File: src/inc/opmode_pkg.sv
// Purpose: shared constants and types for the operation-mode controller
// Assumes: 50 MHz logic clock, eight channels, two direct input pins
// Notes:   transition latencies are plain defaults, tune per silicon
package opmode_pkg;
   localparam int unsigned NUM_CHANNELS      = 8;
   localparam int unsigned NUM_INPUTS        = 2;
   localparam int unsigned CLK_PERIOD_NS     = 20;
   // mode transition latency, time in ns and derived cycle count
   localparam int unsigned WAKE_TIME_NS      = 200;
   localparam int unsigned WAKE_CYCLES       = (WAKE_TIME_NS + CLK_PERIOD_NS - 1) / CLK_PERIOD_NS;
   localparam int unsigned WAKE_CNT_W        = 8;
   localparam logic [7:0]  CHANNELS_RESET    = 8'h00;
   localparam logic [7:0]  IN0_DEFAULT_MAP   = 8'h04;
   localparam logic [7:0]  IN1_DEFAULT_MAP   = 8'h08;
   localparam logic [1:0]  SPI_RATE_NONE     = 2'h0;
   localparam logic [1:0]  SPI_RATE_1MHZ     = 2'h1;
   localparam logic [1:0]  SPI_RATE_5MHZ     = 2'h2;

   typedef enum logic [2:0] {
      MODE_SLEEP,
      MODE_IDLE,
      MODE_WAKE_ACTIVE,
      MODE_ACTIVE,
      MODE_WAKE_FALLBACK,
      MODE_FALLBACK
   } op_mode_t;
endpackage

File: src/design/operation_mode_supply_gating.sv
// Purpose: operation-mode controller and supply-based gating of channels and serial interface
// Assumes: supply flags come from analog comparators, asynchronous to sys_clk_in
// Notes:   serial framing, input mapping and diagnosis live elsewhere
//
// Operation
// - with the battery at or below 3.0 V no channel is ever enabled.
// - with the logic supply undervoltage the serial registers are held in reset and serial traffic is ignored.
// - logic supply only at low-operating level with battery below operating keeps serial usable at up to 1 MHz.
// - logic supply above low-operating, or battery operating with adequate logic supply, allows up to 5 MHz.
// - battery at or below 3.0 V makes fallback unreachable under logic undervoltage, and channels stay off in it.
// - battery above 3.0 V with adequate logic supply lets serial writes switch channels.
// - logic undervoltage with battery above 3.0 V blocks serial channel control but fallback still drives pins.
// - there are four operating modes: sleep, idle, active and fallback, plus a wake state ahead of active and one ahead of fallback.
// - mode transitions depend on the low-power request pin, input pins, channel-on bits, stay-active bit, both undervoltage flags and the wake counter.
// - a turn-on request outside active goes to active or fallback according to the low-power request pin.
// - a channel requested from outside active or fallback turns on only after the transition completes.
// - active is entered when the low-power pin is high and any input pin or channel-on bit is set.
// - with stay-active clear, active falls back to idle when all inputs and bits are zero; with it set active holds.
// - fallback is entered when the low-power pin is low and any input pin is high, driving that input's channel.
// - sleep is entered when the low-power pin is low and all input pins are low.
`timescale 1ns/1ps
module operation_mode_supply_gating
   import opmode_pkg::*;
(
   input  wire logic                    sys_clk_in,
   input  wire logic                    rst_n_in,
   input  wire logic                    clk_en_in,
   input  wire logic                    low_power_req_n_in,
   input  wire logic [NUM_INPUTS-1:0]   direct_input_pins_in,
   input  wire logic [NUM_CHANNELS-1:0] channel_on_bits_in,
   input  wire logic [NUM_CHANNELS-1:0] in0_map_in,
   input  wire logic [NUM_CHANNELS-1:0] in1_map_in,
   input  wire logic                    stay_active_bit_in,
   input  wire logic                    batt_uv_in,
   input  wire logic                    batt_op_in,
   input  wire logic                    logic_uv_in,
   input  wire logic                    logic_lop_in,
   output logic [NUM_CHANNELS-1:0]      channel_enable_out,
   output logic                         spi_reg_reset_out,
   output logic                         spi_enable_out,
   output logic                         spi_write_enable_out,
   output logic [1:0]                   spi_rate_limit_out,
   output logic [2:0]                   mode_out
);

   // ------------------------------------------------------------
   // input synchronisation
   // ------------------------------------------------------------
   // pins and supply flags all come from outside the clock domain
   logic [6:0] async_bus;
   logic [6:0] sync_bus;
   logic       lp_req_n;
   logic [1:0] pins;
   logic       batt_uv;
   logic       batt_op;
   logic       logic_uv;
   logic       logic_lop;

   assign async_bus = {low_power_req_n_in, direct_input_pins_in, batt_uv_in,
                       batt_op_in, logic_uv_in, logic_lop_in};

   sync2 #(
      .WIDTH (7)
   ) u_sync (
      .sys_clk_in (sys_clk_in),
      .rst_n_in   (rst_n_in),
      .clk_en_in  (clk_en_in),
      .async_in   (async_bus),
      .sync_out   (sync_bus)
   );

   assign lp_req_n  = sync_bus[6];
   assign pins      = sync_bus[5:4];
   assign batt_uv   = sync_bus[3];
   assign batt_op   = sync_bus[2];
   assign logic_uv  = sync_bus[1];
   assign logic_lop = sync_bus[0];

   // ------------------------------------------------------------
   // decode helpers
   // ------------------------------------------------------------
   function automatic logic [NUM_CHANNELS-1:0] pin_channels(
      input logic [1:0]              p,
      input logic [NUM_CHANNELS-1:0] m0,
      input logic [NUM_CHANNELS-1:0] m1
   );
      logic [NUM_CHANNELS-1:0] r;
      r = CHANNELS_RESET;
      if (p[0]) begin
         r = r | m0;
      end
      if (p[1]) begin
         r = r | m1;
      end
      return r;
   endfunction

   // ------------------------------------------------------------
   // supply classification
   // ------------------------------------------------------------
   // logic_lop high means the logic supply is above low-operating level
   logic batt_dead;
   logic logic_ok;
   logic spi_alive;
   logic fb_ok;

   assign batt_dead = batt_uv;
   assign logic_ok  = !logic_uv;
   assign spi_alive = logic_ok;
   // fallback is never entered, not even briefly, with both supplies low
   assign fb_ok     = !(batt_dead && !logic_ok);

   // ------------------------------------------------------------
   // operating mode state machine
   // ------------------------------------------------------------
   op_mode_t                mode_r;
   op_mode_t                mode_nxt;
   logic [WAKE_CNT_W-1:0]   wake_cnt_r;
   logic                    any_pin;
   logic                    any_bit;
   logic                    spi_bits_valid;

   assign any_pin        = |pins;
   assign spi_bits_valid = logic_ok && (mode_r == MODE_IDLE || mode_r == MODE_ACTIVE ||
                                        mode_r == MODE_WAKE_ACTIVE);
   assign any_bit        = spi_bits_valid && (|channel_on_bits_in);

   always_comb begin
      mode_nxt = mode_r;
      case (mode_r)
         MODE_SLEEP, MODE_IDLE: begin
            if (!lp_req_n) begin
               if (any_pin && fb_ok) begin
                  mode_nxt = MODE_WAKE_FALLBACK;
               end else if (!any_pin) begin
                  mode_nxt = MODE_SLEEP;
               end
            end else if (any_pin || any_bit) begin
               mode_nxt = MODE_WAKE_ACTIVE;
            end else begin
               mode_nxt = MODE_IDLE;
            end
         end
         MODE_WAKE_ACTIVE: begin
            if (!lp_req_n) begin
               mode_nxt = (any_pin && fb_ok) ? MODE_WAKE_FALLBACK : MODE_SLEEP;
            end else if (wake_cnt_r == '0) begin
               mode_nxt = MODE_ACTIVE;
            end
         end
         MODE_WAKE_FALLBACK: begin
            if (lp_req_n) begin
               mode_nxt = MODE_WAKE_ACTIVE;
            end else if (!any_pin || !fb_ok) begin
               mode_nxt = MODE_SLEEP;
            end else if (wake_cnt_r == '0) begin
               mode_nxt = MODE_FALLBACK;
            end
         end
         MODE_ACTIVE: begin
            if (!lp_req_n) begin
               mode_nxt = (any_pin && fb_ok) ? MODE_FALLBACK : MODE_SLEEP;
            end else if (!stay_active_bit_in && !any_pin && !any_bit) begin
               mode_nxt = MODE_IDLE;
            end
         end
         MODE_FALLBACK: begin
            if (!fb_ok) begin
               mode_nxt = MODE_SLEEP;
            end else if (lp_req_n) begin
               mode_nxt = (any_pin || any_bit) ? MODE_ACTIVE : MODE_IDLE;
            end else if (!any_pin) begin
               mode_nxt = MODE_SLEEP;
            end
         end
         default: begin
            mode_nxt = MODE_SLEEP;
         end
      endcase
   end

   always_ff @(posedge sys_clk_in or negedge rst_n_in) begin
      if (!rst_n_in) begin
         mode_r <= MODE_SLEEP;
      end else if (clk_en_in) begin
         mode_r <= mode_nxt;
      end
   end

   // latency counter reloads on entry to a wake state
   always_ff @(posedge sys_clk_in or negedge rst_n_in) begin
      if (!rst_n_in) begin
         wake_cnt_r <= '0;
      end else if (clk_en_in) begin
         if ((mode_nxt == MODE_WAKE_ACTIVE || mode_nxt == MODE_WAKE_FALLBACK) && mode_nxt != mode_r) begin
            wake_cnt_r <= WAKE_CNT_W'(WAKE_CYCLES - 1);
         end else if (wake_cnt_r != '0) begin
            wake_cnt_r <= wake_cnt_r - 1'b1;
         end
      end
   end

   // ------------------------------------------------------------
   // channel gating
   // ------------------------------------------------------------
   logic [NUM_CHANNELS-1:0] chan_nxt;
   logic [NUM_CHANNELS-1:0] pin_map;
   logic [NUM_CHANNELS-1:0] pin_default;

   assign pin_map     = pin_channels(pins, in0_map_in, in1_map_in);
   assign pin_default = pin_channels(pins, IN0_DEFAULT_MAP, IN1_DEFAULT_MAP);

   always_comb begin
      chan_nxt = CHANNELS_RESET;
      if (batt_dead) begin
         chan_nxt = CHANNELS_RESET;
      end else if (mode_r == MODE_ACTIVE) begin
         if (logic_ok) begin
            chan_nxt = channel_on_bits_in | pin_map;
         end else begin
            chan_nxt = pin_default;
         end
      end else if (mode_r == MODE_FALLBACK) begin
         chan_nxt = pin_default;
      end
   end

   always_ff @(posedge sys_clk_in or negedge rst_n_in) begin
      if (!rst_n_in) begin
         channel_enable_out <= CHANNELS_RESET;
      end else if (clk_en_in) begin
         channel_enable_out <= chan_nxt;
      end
   end

   // ------------------------------------------------------------
   // serial interface gating
   // ------------------------------------------------------------
   logic       regs_live;
   logic [1:0] rate_nxt;

   // sleep resets registers regardless of supplies
   assign regs_live = spi_alive && (mode_r != MODE_SLEEP);

   always_comb begin
      rate_nxt = SPI_RATE_NONE;
      if (regs_live) begin
         if (logic_lop || batt_op) begin
            rate_nxt = SPI_RATE_5MHZ;
         end else begin
            rate_nxt = SPI_RATE_1MHZ;
         end
      end
   end

   always_ff @(posedge sys_clk_in or negedge rst_n_in) begin
      if (!rst_n_in) begin
         spi_reg_reset_out    <= 1'b1;
         spi_enable_out       <= 1'b0;
         spi_write_enable_out <= 1'b0;
         spi_rate_limit_out   <= SPI_RATE_NONE;
      end else if (clk_en_in) begin
         spi_reg_reset_out    <= !regs_live;
         spi_enable_out       <= regs_live;
         // fallback makes registers read-only
         spi_write_enable_out <= regs_live && (mode_r != MODE_FALLBACK) && (mode_r != MODE_WAKE_FALLBACK);
         spi_rate_limit_out   <= rate_nxt;
      end
   end

   always_ff @(posedge sys_clk_in or negedge rst_n_in) begin
      if (!rst_n_in) begin
         mode_out <= 3'h0;
      end else if (clk_en_in) begin
         mode_out <= 3'(mode_nxt);
      end
   end

endmodule

File: src/design/sync2.sv
// Purpose: two-flop level synchroniser for a bus of asynchronous flags
// Assumes: inputs are quasi-static levels
// Notes:   first stage is read only by the second stage
`timescale 1ns/1ps
module sync2 #(
   parameter int unsigned WIDTH = 1
) (
   input  wire logic             sys_clk_in,
   input  wire logic             rst_n_in,
   input  wire logic             clk_en_in,
   input  wire logic [WIDTH-1:0] async_in,
   output logic      [WIDTH-1:0] sync_out
);
   logic [WIDTH-1:0] meta_r;

   always_ff @(posedge sys_clk_in or negedge rst_n_in) begin
      if (!rst_n_in) begin
         meta_r   <= '0;
         sync_out <= '0;
      end else if (clk_en_in) begin
         meta_r   <= async_in;
         sync_out <= meta_r;
      end
   end
endmodule

File: config.mk
export PLATFORM = sky130hd
export DESIGN_NAME = operation_mode_supply_gating
export DESIGN_NICKNAME = d
export VERILOG_FILES = /design/src/inc/opmode_pkg.sv /design/src/design/operation_mode_supply_gating.sv /design/src/design/sync2.sv
export SDC_FILE = /design/constraint.sdc
export NUM_CORES = 1
export LEC_CHECK = 0
export BUFFER_PORTS_ARGS = -buffer_cell sky130_fd_sc_hd__buf_2
export CAP_MARGIN = 20
export CORE_ASPECT_RATIO = 1.4
export CORE_MARGIN = 4
export CORE_UTILIZATION = 35
export CTS_CLUSTER_SIZE = 28
export DETAILED_ROUTE_END_ITERATION = 6
export PLACE_DENSITY = 0.64
export SLEW_MARGIN = 40
export SYNTH_ARGS = -nofsm -noshare
export SYNTH_HDL_FRONTEND = slang
export SYNTH_SLANG_ARGS = --single-unit
File: constraint.sdc
create_clock -name sys_clk_in -period 3.8 [get_ports sys_clk_in]
set_input_delay 0.19 -clock sys_clk_in [delete_from_list [all_inputs] [get_ports sys_clk_in]]
set_output_delay 0.19 -clock sys_clk_in [all_outputs]
set_load 0.01 [all_outputs]
# [Word level (Yosys, flattened, before mapping)]
# Cells that the tools add are included.
[word_totals] reg_bits=38 latchBits=0 mem_bits_rw=0 mem_bits_ro=0 word_cells=82 n_memories=0
[op_classes] n_addsub=1 n_mul=0 div_mod_pow=0 n_lt_le_gt_ge=0 eq_ne=10 n_shift=0 n_mux=29 bitwise_logic=2 reduce_logical=31
[ops] operator="two-way mux 8 bit" count=8
[ops] operator="two-way mux 3 bit" count=15
[ops] operator="OR 8 bit" count=2
[ops] operator="one-hot mux 3 bit (5 select lines)" count=1
[ops] operator="logical AND 1 bit" count=10
[ops] operator="equality test 3 x 2 -> 1 bit, second input constant" count=3
[ops] operator="equality test 3 bit, second input constant" count=3
[ops] operator="zero test 8 bit" count=1
[ops] operator="two-way mux 2 bit" count=4
[ops] operator="nonzero test 8 bit" count=1
[ops] operator="OR reduction 8 bit" count=1
[ops] operator="subtractor 8 x 1 -> 8 bit, second input constant" count=1
[ops] operator="zero test 1 bit" count=6
[ops] operator="logical OR 1 bit" count=6
[ops] operator="!= test 3 bit, second input constant" count=2
[ops] operator="two-way mux 4 bit" count=1
[ops] operator="OR reduction 2 bit" count=2
[ops] operator="equality test 3 x 1 -> 1 bit, second input constant" count=1
[ops] operator="zero test 3 bit" count=1
[ops] operator="!= test 3 bit" count=1
[ops] operator="nonzero test 3 bit" count=1
[ops] operator="AND reduction 2 bit" count=1
[ops] operator="nonzero test 2 bit" count=1

# [Logic depth before layout (Yosys ltp)]
[logic_depth] word_depth=15 ltp_mapped=7 ltp_nobuf=7

# [By module]
# From an unflattened synthesis, not the netlist that was laid out.
[unflattened] hier_cells=189 area_unflattened_um2=1973.1
[by_module_without_submodules] module="operation_mode_supply_gating" instances=1 cells_each=160 area_each_um2=1453.9
[by_module_without_submodules] module="sync2" instances=1 cells_each=29 area_each_um2=519.2

# [Worst setup path before layout]
# OpenSTA, ideal clock, no wires.
[synth_timing] path_kind="register to register" start="reg wake_cnt_r[2]" end="reg wake_cnt_r[7]" setup_ps=135 arrival_ps=1640 required_ps=3665 slack_ps=2025 path_stages_with_launch=6 synth_period_minus_slack_ps=1775 cell_sequence="dfrtp_1 or4b_1 or3_4 nor3_2 mux2i_1 nor2_1"
[synth_between] elab_chain_len=10 word_cells_on_any_way=18
[synth_lines] item="from (decl)" line_no="operation_mode_supply_gating.sv:118" rtl="logic [WAKE_CNT_W-1:0] wake_cnt_r;"
[synth_lines] item="from (signal assigned)" line_no="operation_mode_supply_gating.sv:196" rtl="wake_cnt_r <= WAKE_CNT_W'(WAKE_CYCLES - 1);"
[synth_lines] item="from (signal assigned)" line_no="operation_mode_supply_gating.sv:198" rtl="wake_cnt_r <= wake_cnt_r - 1'b1;"
[synth_lines] item="zero test 8 bit" line_no="operation_mode_supply_gating.sv:147, operation_mode_supply_gating.sv:156"
[synth_lines] item="two-way mux 3 bit" line_no="operation_mode_supply_gating.sv:156" rtl="end else if (wake_cnt_r == '0) begin"
[synth_lines] item="two-way mux 3 bit" line_no="operation_mode_supply_gating.sv:154" rtl="end else if (!any_pin || !fb_ok) begin"
[synth_lines] item="two-way mux 3 bit" line_no="operation_mode_supply_gating.sv:152" rtl="if (lp_req_n) begin"
[synth_lines] item="one-hot mux 3 bit (5 select lines)" line_no="operation_mode_supply_gating.sv:130" rtl="case (mode_r)"
[synth_lines] item="equality test 3 x 2 -> 1 bit or equality test 3 bit (tied branches)" line_no="operation_mode_supply_gating.sv:195" rtl="if ((mode_nxt == MODE_WAKE_ACTIVE || mode_nxt == MODE_WAKE_FALLBACK) && mode_nxt != mode_r) begin"
[synth_lines] item="logical OR 1 bit" line_no="operation_mode_supply_gating.sv:195"
[synth_lines] item="logical AND 1 bit" line_no="operation_mode_supply_gating.sv:195"
[synth_lines] item="nonzero test 2 bit (no line)"
[synth_lines] item="AND reduction 2 bit (no line)"
# Several ways; a longest one is shown, not always the timed one. The select of a mux whose other input is x is not followed.
# A chain may end at the register's enable or synchronous reset.

# [Final worst setup path]
[layout_timing] start="reg wake_cnt_r[0]" end="reg wake_cnt_r[1]"
# Same word-level chain as after synthesis.

==> metrics.txt <==
Die Area=between 0.006 and 0.007 mm^2; ratio of cells with drive above 1 in the final layout=about a third; Layout Nets=roughly 270; row cnt=31; clock latency on the worst-skew pair=0.29 ns; Synth-to-Final Area Change=20.85%; worst endpoint required time=approximately 4 ns; Worst-path clk slew=roughly 0.080 ns; Leakage=between 1 and 1.5 nW; WP buf/inv=1; Synth Area per Inst=between 10 and 15 um^2; DR pass1 iterations=4; largest net degree at the start of global routing=43; largest family of logic cells by synthesized area=compound AO/OA/AOI/OAI gates; Hold Path Sink=u_sync.meta_r[3]$_DFFE_PN0P_; num ports=51; CTS root buf=clkbuf_8; top cells by area, synth=dfrtp_1, mux2_2, o22ai_1; Primary FF master, synth=dfrtp_1; routability congestion estimate from global placement=0.6983; syn_nets=219; Routed WL=4433 um; adder-cell share of the synthesized area=less than 1%; RR Endpoint=wake_cnt_r[1]$_DFFE_PN0P_; Critical Path End Type=flip-flop; Mapped Cells=approximately 180; Power Dens Cells=499.2 mW/mm^2; CTS max path bufs=2; outcome=completed; DR DRC count=0; Synth Area in Compound Gates=approximately 18%; Total GRT Usage=between 10 and 15%; Cell Area, Synth=about 0.0019 mm^2; Final Max Tran Viols=0; fin crit period=~2 ns; die width=roughly 70 um; Finished Layout Cells=298; synthesis warning total=0; Yosys top cell by area=dfrtp_1; first-pass GRT wire length=roughly 7600 um; slack of the critical path=1.808 ns; GR Overflow Total=0; clock sinks=38; Hold Startpoint=batt_uv_in; DR WL/cell=between 10 and 15 um; total negative slack=0 ns; Slowest-stage cell, CP=dfrtp_1; FFs w/ async S/R, synth=100.0%; CTS Buf Count=5; CTS tree=built; # setup viols final=0; vias in the first global route=1677; critical path's top delay family=simple AND/OR/NAND/NOR gates; vias=1582; Max stage delay on crit path=~0.38 ns; maximum clock rate=approximately 0.5 GHz; R2R cell count=7; Cells after DPL=between 200 and 300; Hold Path Class=in -> reg; Vias/cell=between 5 and 6; Setup WS pre-CTS=about 1.8 ns; sequential share of the synthesized area=49.90%; Yosys reg bits=38; top cell type's share of synthesized area=48.52%; post-DP HPWL=roughly 3200 um; Setup Skew=0.008335 ns; initial antenna violation count=0; RR Startpoint=wake_cnt_r[0]$_DFFE_PN0P_; simple-gate share of the synthesized area=about 16%; Port Buffer Count=50; RSZ-0062 raised after global routing=no; Final period util=a little over half; crit path max fanout=8; Final Core Density=between 40 and 50%; Inserted Diodes=0; commonest non-fill, non-tap cells in the layout=buf_2, dfrtp_1, inv_1; Initial Utilization=a little over a third; crit path kind=reg -> reg; Hold Path Depth=2; max-cap violations=0; number of enable flip-flop cells after synthesis=0; H-tree lvl count=2; slew margin rel.=55.56%; Die H=around 95 um; area of the core=~0.0052 mm^2; worst-margin pin slew=about 0.66 ns; multiplexer share of the synthesized area=9.246%; post-synthesis xor/xnor area fraction=less than 1%; commonest non-fill, non-tap cell in the layout=buf_2; critical-path cell list=inv_1 > ha_1 > nor4b_2 > nand2_1 > nor2_1 > nor4_4 > a311oi_1; Final Hold Vio Count=0; worst endpoint data arrival time=between 2 and 2.5 ns; Unique masters post-synth=44; R2R Setup Slk=~1.8 ns; Detail Route Antenna Nets=0; peak supply drop=0.0001884 V; hold slack=0.1210 ns; startpoint types=flip-flop; Post-CTS Setup Repair Bufs=0; 1st-iter DRT viols=62
routing by layer:
| layer | vias to the layer above | GRT usage [%] | part of all wire (%) | wire length [um] |
|---|---|---|---|---|
| met5 | - | 0 | 0 | 0 |
| met4 | 0 | 5.431 | 1.2 | 55 |
| li1 | 765 | - | - | - |
| met2 | 24 | 24.92 | 54 | 2414 |
| met3 | 7 | 4.536 | 4.0 | 176 |
| met1 | 786 | 16.24 | 40 | 1786 |
worst reg2reg max path: cells and delay by family, from the launching register on:
family                     cells  cell delay [ns]
and+or+nand+nor                4             0.95
DFF                            1             0.38
buffers and inverters          1             0.09
adders and majority gates      1             0.21
AOI/OAI and AO/OA              1             0.27
final cells by class:
| class | instances | area (um^2) |
|---|---|---|
| clock buffers | 7 | 86.33 |
| inverters | 17 | 63.81 |
| flip-flops and latches | 38 | 952.2 |
| well taps | 66 | 82.58 |
| repair buffers | 52 | 270.3 |
| multi-input cells | 117 | 845.8 |
| clock inverters | 1 | 5.005 |
| fillers | 530 | 2930 |
logic make-up (layout without fill, tap and decap cells):
group           after synthesis  after routing
buf+inv                      28             77
fa+ha+maj                     1              1
flops                        38             38
xor+xnor                      2              2
simple gates                 48             48
compound gates               50             50
mux                          16             16
metrics by stage:
| stage | instance area [um^2] | total power [mW] |
|---|---|---|
| 2_1_floorplan | 1908 | 0.7658 |
| 3_3_place_gp | 2202 | 0.8626 |
| 3_5_place_dp | 2205 | 0.8696 |
| 4_1_cts | 2306 | 1.161 |
| 5_1_grt | 2306 | 1.229 |
| 6_report | 2306 | 1.151 |
cell usage after synthesis, types with 2 or more instances:
| library cell | instances |
|---|---|
| nor3b_1 | 2 |
| nand2b_1 | 3 |
| o32ai_1 | 2 |
| clkbuf_1 | 7 |
| nor4_1 | 2 |
| nand2_1 | 9 |
| nor3_1 | 2 |
| o21ai_0 | 6 |
| or2_2 | 2 |
| nand3_1 | 4 |
| mux2_2 | 13 |
| mux2i_1 | 3 |
| a221oi_1 | 6 |
| dfrtp_1 | 37 |
| buf_2 | 4 |
| nor2b_1 | 3 |
| o31ai_1 | 2 |
| a31oi_1 | 3 |
| a21oi_1 | 10 |
| nor2_1 | 11 |
| inv_1 | 17 |
| o22ai_1 | 13 |
registers in the layout (all words and copies together) (netlist names):
| name | cells |
|---|---|
| u_sync.meta_r | 7 |
| wake_cnt_r | 8 |
| mode_out | 3 |
| spi_write_enable_out | 1 |
| u_sync.sync_out | 7 |
| channel_enable_out | 8 |
| spi_reg_reset_out | 1 |
| spi_rate_limit_out | 2 |
| spi_enable_out | 1 |
how the worst max path moves through the flow:
stage	from	endpoint	slack [ns]	cells after the start
floorplan	wake_cnt_r[2]$_DFFE_PN0P_	wake_cnt_r[7]$_DFFE_PN0P_	2.03	5
global placement	u_sync.sync_out[5]$_DFFE_PN0P_	wake_cnt_r[5]$_DFFE_PN0P_	1.90	5
detailed placement	wake_cnt_r[0]$_DFFE_PN0P_	wake_cnt_r[1]$_DFFE_PN0P_	1.84	7
CTS	wake_cnt_r[0]$_DFFE_PN0P_	wake_cnt_r[1]$_DFFE_PN0P_	1.81	7
global route	wake_cnt_r[0]$_DFFE_PN0P_	wake_cnt_r[1]$_DFFE_PN0P_	1.63	7
finish	wake_cnt_r[0]$_DFFE_PN0P_	wake_cnt_r[1]$_DFFE_PN0P_	1.81	7
power by group:
| group | leakage, nW | internal [mW] | switching [mW] |
|---|---|---|---|
| Sequential | 0.477 | 0.473 | 0.0839 |
| Clock | 0.0482 | 0.146 | 0.144 |
| Combinational | 0.524 | 0.148 | 0.156 |
what timing repair did:
item,CTS,global route
hold buffers,1,0
setup endpoints to repair,0,0
hold endpoints to repair,37,0
gates resized for setup,0,0
No activity file was read; power rests on OpenSTA's default activity.
